--- config.mk ---
export PLATFORM = sky130hd
export DESIGN_NAME = etsc_cmd
export DESIGN_NICKNAME = d
export VERILOG_FILES = /design/src/common/etsc_pkg.sv /design/src/rtl/etsc_time_conv.sv /design/src/rtl/etsc_cmd.sv
export VERILOG_INCLUDE_DIRS = /design/src /design/src/common
export SDC_FILE = /design/constraint.sdc
export NUM_CORES = 1
export LEC_CHECK = 0
export BUFFER_PORTS_ARGS = -buffer_cell sky130_fd_sc_hd__buf_2
export CELL_PAD_IN_SITES_DETAIL_PLACEMENT = 0
export CELL_PAD_IN_SITES_GLOBAL_PLACEMENT = 1
export CORE_MARGIN = 2
export CORE_UTILIZATION = 32
export DETAILED_ROUTE_END_ITERATION = 8
export GPL_TIMING_DRIVEN = 0
export PLACE_DENSITY_LB_ADDON = 0.1
export SYNTH_ARGS = -nofsm -noshare
export SYNTH_HDL_FRONTEND = slang
export SYNTH_SLANG_ARGS = --single-unit
--- constraint.sdc ---
create_clock -name i_clock -period 0.9 [get_ports i_clock]
set_clock_uncertainty 0.2 [all_clocks]
set_input_delay 0.045 -clock i_clock [delete_from_list [all_inputs] [get_ports i_clock]]
set_output_delay 0.045 -clock i_clock [all_outputs]
set_load 0.05 [all_outputs]
--- src/common/etsc_defines.svh ---
`ifndef ETSC_DEFINES_SVH
`define ETSC_DEFINES_SVH

// line-count exposure limits, in line periods
`define ETSC_LINES_MIN 32'h0000_0001
`define ETSC_LINES_MAX_SINGLE 32'h0000_1A2A
`define ETSC_LINES_MAX_DUAL 32'h0000_2FFD

// absolute exposure window in microseconds, both bounds excluded
`define ETSC_EXP_US_LOW 64'h0000_0000_0000_00C7
`define ETSC_EXP_US_HIGH 64'h0000_0000_000F_4240
`define ETSC_US_PER_S 64'h0000_0000_000F_4240
`define ETSC_US_PER_MS 64'h0000_0000_0000_03E8
`define ETSC_FRAC_LIMIT 20'hF4240

// sub-array vertical limits and alignment
`define ETSC_SUB_START_MAX 32'h0000_0A68
`define ETSC_SUB_HEIGHT_MIN 32'h0000_0008
`define ETSC_SUB_HEIGHT_MAX 32'h0000_0A70
`define ETSC_SUB_ALIGN_MSB 2

// trigger polarity parameter characters
`define ETSC_CHAR_NEG 8'h4E
`define ETSC_CHAR_POS 8'h50

// reset values
`define ETSC_RST_LINES 14'h0001
`define ETSC_RST_EXP_US 20'h02710
`define ETSC_RST_TRIG_POS 1'b0
`define ETSC_RST_SUB_START 12'h000
`define ETSC_RST_SUB_HEIGHT 12'hA70

`endif

--- src/common/etsc_pkg.sv ---
package etsc_pkg;

	// setting commands after the host framing has been stripped
	typedef enum logic [2:0] {
		CMD_SHUTTER_LINES,
		CMD_EXTERNAL_SHUTTER_LINE_COUNT,
		CMD_ABSOLUTE_EXPOSURE_TIME,
		CMD_TRIGGER_POLARITY_SELECT,
		CMD_SUBARRAY_VERTICAL_START,
		CMD_SUBARRAY_VERTICAL_HEIGHT
	} etsc_op_t;

	// forms of the absolute exposure time parameter
	typedef enum logic [1:0] {
		UNIT_SEC_FRAC,
		UNIT_SEC,
		UNIT_MS,
		UNIT_US
	} etsc_unit_t;

	typedef enum logic {
		RESP_OK,
		RESP_INVALID_PARAMETER_ERROR
	} etsc_resp_t;

	typedef struct packed {
		etsc_op_t op;
		etsc_unit_t unit;
		logic [31:0] value;
		logic [19:0] frac;
	} etsc_cmd_t;

	typedef struct packed {
		logic [13:0] shutter_lines;
		logic [13:0] ext_lines;
		logic [19:0] exp_us;
		logic trig_pos;
		logic [11:0] sub_start;
		logic [11:0] sub_height;
	} etsc_cfg_t;

endpackage

--- src/rtl/etsc_time_conv.sv ---
`include "etsc_defines.svh"

// turns an absolute exposure parameter into microseconds and judges it
module etsc_time_conv
	import etsc_pkg::*;
(
	input wire etsc_unit_t i_unit,
	input wire logic [31:0] i_value,
	input wire logic [19:0] i_frac,
	output logic [19:0] o_us,
	output logic o_legal
);

	logic [63:0] us_w;
	logic frac_ok;

	// 64-bit product so a huge seconds figure cannot wrap into the window
	always_comb
	begin
		frac_ok = 1'b1;
		case (i_unit)
			UNIT_SEC_FRAC:
			begin
				us_w = {32'h0000_0000, i_value} * `ETSC_US_PER_S + {44'h0, i_frac};
				frac_ok = (i_frac < `ETSC_FRAC_LIMIT);
			end
			UNIT_SEC: us_w = {32'h0000_0000, i_value} * `ETSC_US_PER_S;
			UNIT_MS: us_w = {32'h0000_0000, i_value} * `ETSC_US_PER_MS;
			default: us_w = {32'h0000_0000, i_value};
		endcase
	end

	// window is open at both ends
	always_comb
	begin
		o_legal = frac_ok && (us_w > `ETSC_EXP_US_LOW) && (us_w < `ETSC_EXP_US_HIGH);
		o_us = us_w[19:0];
	end

endmodule

--- src/rtl/etsc_cmd.sv ---
`include "etsc_defines.svh"

module etsc_cmd
	import etsc_pkg::*;
(
	input wire logic i_clock,
	input wire logic i_resetn,
	input wire logic i_cmd_valid,
	input wire etsc_cmd_t i_cmd,
	input wire logic i_dual_output,
	output etsc_cfg_t o_cfg,
	output logic o_resp_valid,
	output etsc_resp_t o_resp_code
);

	etsc_cfg_t cfg_r;
	etsc_cfg_t cfg_nxt;
	logic resp_valid_r;
	etsc_resp_t resp_code_r;
	etsc_resp_t resp_code_nxt;
	logic [19:0] conv_us;
	logic conv_legal;
	logic [31:0] lines_max;

	// inclusive range test shared by the line-count and sub-array parameters
	function automatic logic f_in_range(
		input logic [31:0] v,
		input logic [31:0] lo,
		input logic [31:0] hi
	);
		f_in_range = (v >= lo) && (v <= hi);
	endfunction

	// aligned to the eight-line sub-array granularity
	function automatic logic f_aligned(input logic [31:0] v);
		f_aligned = (v[`ETSC_SUB_ALIGN_MSB:0] == 3'h0);
	endfunction

	etsc_time_conv u_conv (
		.i_unit(i_cmd.unit),
		.i_value(i_cmd.value),
		.i_frac(i_cmd.frac),
		.o_us(conv_us),
		.o_legal(conv_legal)
	);

	// readout mode picks the line-count ceiling
	always_comb
	begin
		lines_max = i_dual_output ? `ETSC_LINES_MAX_DUAL : `ETSC_LINES_MAX_SINGLE;
	end

	// decode one command; a refusal keeps cfg_nxt equal to the old value
	always_comb
	begin
		cfg_nxt = cfg_r;
		resp_code_nxt = RESP_OK;
		case (i_cmd.op)
			CMD_SHUTTER_LINES:
			begin
				if (f_in_range(i_cmd.value, `ETSC_LINES_MIN, lines_max))
					cfg_nxt.shutter_lines = i_cmd.value[13:0];
				else
					resp_code_nxt = RESP_INVALID_PARAMETER_ERROR;
			end
			CMD_EXTERNAL_SHUTTER_LINE_COUNT:
			begin
				if (f_in_range(i_cmd.value, `ETSC_LINES_MIN, lines_max))
					cfg_nxt.ext_lines = i_cmd.value[13:0];
				else
					resp_code_nxt = RESP_INVALID_PARAMETER_ERROR;
			end
			CMD_ABSOLUTE_EXPOSURE_TIME:
			begin
				if (conv_legal)
					cfg_nxt.exp_us = conv_us;
				else
					resp_code_nxt = RESP_INVALID_PARAMETER_ERROR;
			end
			CMD_TRIGGER_POLARITY_SELECT:
			begin
				if (i_cmd.value == {24'h000000, `ETSC_CHAR_NEG})
					cfg_nxt.trig_pos = 1'b0;
				else if (i_cmd.value == {24'h000000, `ETSC_CHAR_POS})
					cfg_nxt.trig_pos = 1'b1;
				else
					resp_code_nxt = RESP_INVALID_PARAMETER_ERROR;
			end
			CMD_SUBARRAY_VERTICAL_START:
			begin
				if (f_in_range(i_cmd.value, 32'h0, `ETSC_SUB_START_MAX)
					&& f_aligned(i_cmd.value))
					cfg_nxt.sub_start = i_cmd.value[11:0];
				else
					resp_code_nxt = RESP_INVALID_PARAMETER_ERROR;
			end
			CMD_SUBARRAY_VERTICAL_HEIGHT:
			begin
				if (f_in_range(i_cmd.value, `ETSC_SUB_HEIGHT_MIN, `ETSC_SUB_HEIGHT_MAX)
					&& f_aligned(i_cmd.value))
					cfg_nxt.sub_height = i_cmd.value[11:0];
				else
					resp_code_nxt = RESP_INVALID_PARAMETER_ERROR;
			end
			default: resp_code_nxt = RESP_INVALID_PARAMETER_ERROR;
		endcase
	end

	// settings store; only reset or a command in this very cycle may change it
	always_ff @(posedge i_clock or negedge i_resetn)
	begin
		if (!i_resetn)
		begin
			cfg_r.shutter_lines <= `ETSC_RST_LINES;
			cfg_r.ext_lines <= `ETSC_RST_LINES;
			cfg_r.exp_us <= `ETSC_RST_EXP_US;
			cfg_r.trig_pos <= `ETSC_RST_TRIG_POS;
			cfg_r.sub_start <= `ETSC_RST_SUB_START;
			cfg_r.sub_height <= `ETSC_RST_SUB_HEIGHT;
		end
		else if (i_cmd_valid)
		begin
			cfg_r <= cfg_nxt;
		end
	end

	// one-cycle answer per command, so the host may send back to back
	always_ff @(posedge i_clock or negedge i_resetn)
	begin
		if (!i_resetn)
		begin
			resp_valid_r <= 1'b0;
			resp_code_r <= RESP_OK;
		end
		else
		begin
			resp_valid_r <= i_cmd_valid;
			if (i_cmd_valid)
				resp_code_r <= resp_code_nxt;
		end
	end

	assign o_cfg = cfg_r;
	assign o_resp_valid = resp_valid_r;
	assign o_resp_code = resp_code_r;
endmodule

==> results.py, run 1 <==
metrics = {
    "global_routing": {
        "grt_pass1_vias": 17400,
        "grt-ovfl-total": 0,
        "grt_max_degree": 66,
        "grt_usage_pct": 22.1,
        "grt_pass1_wl_um": 103000,
        "antenna_found_initial": 1,
    },
    "route": {
        "route.detailed.drc": 0,
        "met2_length_um": 33300,
        "routed_via_density": 5.32,
        "drt-wirelength-per-cell_um": 21.0,
        "dr.pass1.iters": 5,
        "wl_met1_um": 29000,
        "vias": 16700,
        "drt-initial-drc-count": 862,
        "wl_met3_um": 2080,
        "routed_wl_um": 65900,
        "top_layer": "met4",
        "ant_nets": 0,
    },
    "timing": {
        "fin_crit_sh_pct": 812,
        "hold_viol_final": 40,
        "rsz0062_at_grt": "true",
        "slew_headroom_pct": 14.7,
        "max_slew.worst_pin.slew_ps": 1270,
        "whs_ps": -194,
        "finalWorstSetupSlack_ps": -6410,
        "finalSetupViolCount": 214,
        "drv_slew": 0,
        "fmax_mhz": 137,
        "period_needed_ps": 7310,
    },
    "critical_path": {
        "end_kind": "flop",
        "crit_buf_inv": 6,
        "worst_ep_required_time_ps": 930,
        "cpPeakStageDelay_ps": 560,
        "crit_path_frequent_cell": "fa_1",
        "r2r_start": "o_cfg[53]$_DFFE_PN0P_",
        "critical_path.max_fanout": 15,
        "reg2regPathDepth": 2,
        "cp_slowest_cell": "fa_1",
        "crit_type": "input pin to flop",
        "start_kind": "input pin",
        "cp_top_family": "adder cells",
        "rrSetupSlack_ps": -210,
        "r2r-end": "o_cfg[53]$_DFFE_PN0P_",
        "crit_start": "i_cmd[28]",
        "arrival_ps": 7340,
    },
    "floorplanning": {
        "die_w_um": 245,
        "die_height_um": 245,
        "io_pins": 136,
        "core_area_um2": 57500,
        "die_area_um2": 59800,
        "row_count": 88,
        "floorplan.initialDensity_pct": 32.2,
    },
    "run": {
        "drv_cap": 0,
    },
    "synth": {
        "synth_top_area_share_pct": 24.0,
        "ys_ff_latch": 75,
        "postSynthAreaPerCell_um2": 9.15,
        "synth_cell_type_count": 98,
        "synth_ff_type": "dfrtp_1",
        "ys_top_cells_by_area": "fa_1, ha_1, dfrtp_1, inv_1, a21oi_1",
        "synth_commonest_cells": "ha_1, inv_1, fa_1",
        "seq_area_frac_synth_pct": 10.2,
        "synth_edf_count": 0,
        "syn-instance-count": 2023,
        "synth_fp_nets": 2602,
        "yosys_warnings": 0,
        "synthArstFlopShare_pct": 100,
        "synth.largest_area_cell": "fa_1",
        "syn_area_um2": 18500,
        "yosysMostFrequentCell": "ha_1",
    },
    "place": {
        "dp_hpwl_um": 52300,
        "place_congestion": 0.879,
        "dpl.cell_count": 2921,
        "io_buffer_count": 131,
        "placed_cell_area_um2": 20600,
    },
    "min_path": {
        "hold_class": "input pin to flop",
        "holdPathStages": 2,
        "holdCritStartpoint": "i_cmd[31]",
        "holdPathEnd": "o_cfg[56]$_DFFE_PN0P_",
    },
    "final_layout": {
        "num-fill-cells": 5718,
        "multi_input_area_um2": 16800,
        "fin_nets": 2949,
        "seqCellArea_um2": 1890,
        "final_cells": 3141,
        "drive_above_1_share_pct": 29.7,
        "stdcell_area_um2": 24800,
        "syn_to_final_growth_pct": 33.8,
        "post-route-util_pct": 43.1,
    },
    "clocking": {
        "cts_sinks": 75,
        "tritoncts": "done",
        "cts_buffers": 9,
        "clk_path_buf_depth": 2,
        "cts_root_buffer": "clkbuf_16",
        "clk_pin_slew_ps": 60,
        "clock_latency_ps": 340,
        "cts_htree_levels": 3,
    },
    "outcome": {
        "outcome": "finished with violations",
        "violations": "hold timing, setup timing",
    },
}
cells in the final DEF (no fill, tap or decap), types with 18 or more instances in the layout:
cell | netlist | routed
xnor2_1 | 37 | 30
ha_1 | 296 | 281
nand3_1 | 53 | 43
a21o_1 | 26 | 26
nand4_1 | 44 | 44
mux2_4 | 16 | 41
a21oi_1 | 123 | 98
nor2_1 | 86 | 80
o211ai_1 | 18 | 18
buf_6 | 5 | 97
buf_4 | 2 | 194
fa_1 | 222 | 206
o21ai_0 | 102 | 60
clkbuf_1 | 31 | 23
clkinvlp_4 | 0 | 19
dfrtp_1 | 63 | 63
buf_8 | 0 | 20
nand2_1 | 140 | 128
nor3_1 | 42 | 33
buf_2 | 15 | 27
o21ai_1 | 8 | 30
inv_2 | 0 | 19
inv_1 | 274 | 234
worst max path at each step:
stage / endpoint / slack (ps) / cells past startpoint
after global routing: o_cfg[36]$_DFFE_PN0P_ / -6660 / 27
after CTS: o_cfg[36]$_DFFE_PN0P_ / -6460 / 30
after global placement: o_cfg[31]$_DFFE_PN0P_ / -8240 / 26
after detailed placement: o_cfg[36]$_DFFE_PN0P_ / -8200 / 26
final: o_cfg[36]$_DFFE_PN0P_ / -6410 / 25
after floorplan: o_cfg[31]$_DFFE_PN0P_ / -6180 / 26
what timing repair did:
action | 4_1_cts | 5_1_grt
endpoints found under the setup margin | 149 | 224
cloned | 3 | 2
endpoints found under the hold margin | 117 | 100
buffers inserted | 116 | 86
resized for setup | 366 | 252
hold buffers | 2 | 1
pin swaps | 107 | 87
cell families (layout without fill, tap and decap cells):
| family | count (synthesis) | count (layout) | synth area share (%) |
|---|---|---|---|
| AO/OA/AOI/OAI | 472 | 472 | 17.3 |
| flip-flops | 75 | 75 | 10.2 |
| multiplexers | 65 | 65 | 4.74 |
| adder cells (fa/ha/maj) | 518 | 518 | 44.0 |
| buffers and inverters | 330 | 682 | 7.05 |
| XOR/XNOR | 55 | 55 | 2.64 |
| AND/OR/NAND/NOR | 508 | 508 | 14.1 |
| other | 0 | 1 | 0 |
worst register-to-register path: cells and delay by family, from the launching register on:
kind	cells	cell delay, ps
flops	1	400
mux	1	250
buf+inv	1	150
layer usage:
layer  global-route usage, %  up-vias
met5                       0        -
met3                    1.02       70
met1                    29.1     8394
met2                    40.2      322
met4                    4.00        0
li1                        -     7914
sequential cells by signal, indices dropped and copies added (netlist names):
name          flops
o_cfg            73
o_resp_code       1
o_resp_valid      1
area by class of cell:
cell class | count | share of cell area, %
inverter | 274 | 4.45
tap | 765 | 3.86
buffer | 50 | 1.53
timing repair buffer | 342 | 13.5
antenna | 1 | 0.0101
multi-input combinational | 1618 | 67.7
sequential | 75 | 7.63
clock buffer | 10 | 0.924
clock inverter | 6 | 0.465
through the flow:
stage                     TNS (ps)  setup slack, ps
final                      -257610            -6410
after global routing       -281510            -6660
after CTS                  -266130            -6460
after detailed placement   -310280            -8200
after global placement     -374640            -8240
after floorplan            -200940            -6180
Power of run 1 is left out: the tool's default activity adds up to more than one toggle a clock period on the data nets, which glitch-free logic cannot reach.
==> inputs of run 2 (changes only) <==
Settings changed: CTS_BUF_LIST set to sky130_fd_sc_hd__clkbuf_4 sky130_fd_sc_hd__clkbuf_8.
==> run 2 against run 1 <==
The flow still finishes with violations (hold timing, setup timing). Non-clock buffer count rose by 3. Flip-flop and latch count did not move. Sequential share of layout area barely moved. Die area did not move. Count of clock-buffer cells in the layout did not move. Critical path depth did not move. Critical path type unchanged.
==> results.py, run 2 (synthesis results as in run 1) <==
metrics = {
    "timing": {
        "whs_ps": -224,
        "rsz0062_at_grt": "true",
        "hold_viol_final": 45,
        "period_needed_ps": 7290,
        "fmax_mhz": 137,
        "finalWorstSetupSlack_ps": -6390,
        "finalSetupViolCount": 214,
        "fin_crit_sh_pct": 810,
        "slew_headroom_pct": 20.4,
        "max_slew.worst_pin.slew_ps": 1190,
        "drv_slew": 0,
    },
    "global_routing": {
        "grt-ovfl-total": 0,
        "grt_usage_pct": 22.1,
        "grt_pass1_vias": 17400,
        "grt_max_degree": 66,
        "grt_pass1_wl_um": 103000,
        "antenna_found_initial": 1,
    },
    "place": {
        "dp_hpwl_um": 52300,
        "placed_cell_area_um2": 20600,
        "place_congestion": 0.879,
        "place_ws_ps": -8200,
        "io_buffer_count": 131,
    },
    "critical_path": {
        "end_kind": "flop",
        "start_kind": "input pin",
        "crit_type": "input pin to flop",
        "arrival_ps": 7350,
        "crit_start": "i_cmd[28]",
        "r2r_start": "o_cfg[42]$_DFFE_PN0P_",
        "worst_ep_required_time_ps": 960,
        "critical_path.max_fanout": 15,
    },
    "floorplanning": {
        "floorplan.initialDensity_pct": 32.2,
        "row_count": 88,
        "die_w_um": 245,
        "core_area_um2": 57500,
        "die_area_um2": 59800,
        "die_height_um": 245,
        "io_pins": 136,
    },
    "outcome": {
        "violations": "hold timing, setup timing",
        "outcome": "finished with violations",
    },
    "clocking": {
        "clock_latency_ps": 370,
        "clk_pin_slew_ps": 80,
        "cts_root_buffer": "clkbuf_8",
        "cts_buffers": 9,
        "cts_htree_levels": 3,
        "tritoncts": "done",
        "cts_sinks": 75,
        "clk_path_buf_depth": 2,
    },
    "route": {
        "routed_wl_um": 65900,
        "drt-initial-drc-count": 885,
        "vias": 16700,
        "route.detailed.drc": 0,
        "dr.pass1.iters": 5,
        "ant_nets": 0,
        "routed_via_density": 5.32,
        "drt-wirelength-per-cell_um": 21.0,
    },
    "final_layout": {
        "num-fill-cells": 5740,
        "post-route-util_pct": 43.0,
        "syn_to_final_growth_pct": 33.4,
        "final_common_cell": "ha_1",
        "drive_above_1_share_pct": 29.7,
        "fin_nets": 2952,
        "multi_input_area_um2": 16800,
        "stdcell_area_um2": 24700,
        "mostFrequentLayoutCells": "ha_1, inv_1, fa_1, buf_4, nand2_1",
        "seqCellArea_um2": 1890,
        "largest_reg_flops": 73,
    },
    "min_path": {
        "hold_class": "input pin to flop",
        "holdCritStartpoint": "i_cmd[31]",
    },
    "run": {
        "drv_cap": 0,
    },
}
-- run 2: cell count changes in the layout (fill, tap and decap cells not counted), sizes merged --
cell,delta
inv,+1
clkinvlp,-1
buf,+3
-- run 2: metal layers --
layer / vias to the layer above / wire length [um] / global-route usage (%) / share of wire, %
met5: - / 0 / 0 / 0
met4: 0 / 1520 / 4.02 / 2.3
met3: 57 / 2040 / 0.955 / 3.1
met2: 302 / 33400 / 40.3 / 51
met1: 8439 / 28900 / 29.0 / 44
li1: 7914 / - / - / -
-- run 2: timing repair --
action / 4_1_cts / 5_1_grt
setup buffers: 116 / 88
cloned: 3 / 2
pin swaps: 106 / 98
endpoints found under the hold margin: 120 / 120
gates resized for setup: 366 / 247
hold buffers: 2 / 1
endpoints found under the setup margin: 149 / 224
-- run 2: stage by stage --
stage               hold slack [ps]  cells  TNS, ps
detailed placement             -298   2921  -310280
global placement               33.5   2919  -374640
CTS                            -249   3056  -263820
global route                   -223   3143  -281510
floorplan                      -451   2023  -200940
finish                         -224   3144  -259940
-- run 2: final cells by class --
type	count	share of cell area [%]
repair buffers	344	13.6
inverters	274	4.44
plain buffers	51	1.60
clock inverters	6	0.466
flip-flops and latches	75	7.66
diodes	1	0.0101
clock buffers	10	0.532
multi-input cells	1618	67.8
well taps	765	3.88
-- run 2: worst max-delay path: stages --
cell	delay (ps)
buf_12	150
fa_2	500
fa_1	560
fa_1	440
fa_1	480
ha_1	300
inv_1	60
fa_1	500
inv_1	50
ha_1	280
buf_4	190
and4_1	250
and2_4	180
a221o_2	440
a2111o_1	420
and2_4	190
or4_4	490
nor4_4	240
a32oi_2	170
o31ai_4	200
buf_6	160
nand3_2	100
a311oi_4	430
buf_6	200
mux2_4	300
-- run 2: path summary, 6_finish.rpt --
path	to	slack, ps	depth (start not counted)
worst max-delay path	o_cfg[27]$_DFFE_PN0P_	-6390	25
worst min-delay path	o_cfg[56]$_DFFE_PN0P_	-220	2
worst max register to register	o_cfg[42]$_DFFE_PN0P_	-210	2
worst min register to register	o_cfg[29]$_DFFE_PN1P_	290	2
max in group asynchronous	o_cfg[4]$_DFFE_PN1P_	-310	3
min in group asynchronous	o_cfg[65]$_DFFE_PN0P_	10	2
Power of run 2 is left out for the same reason.
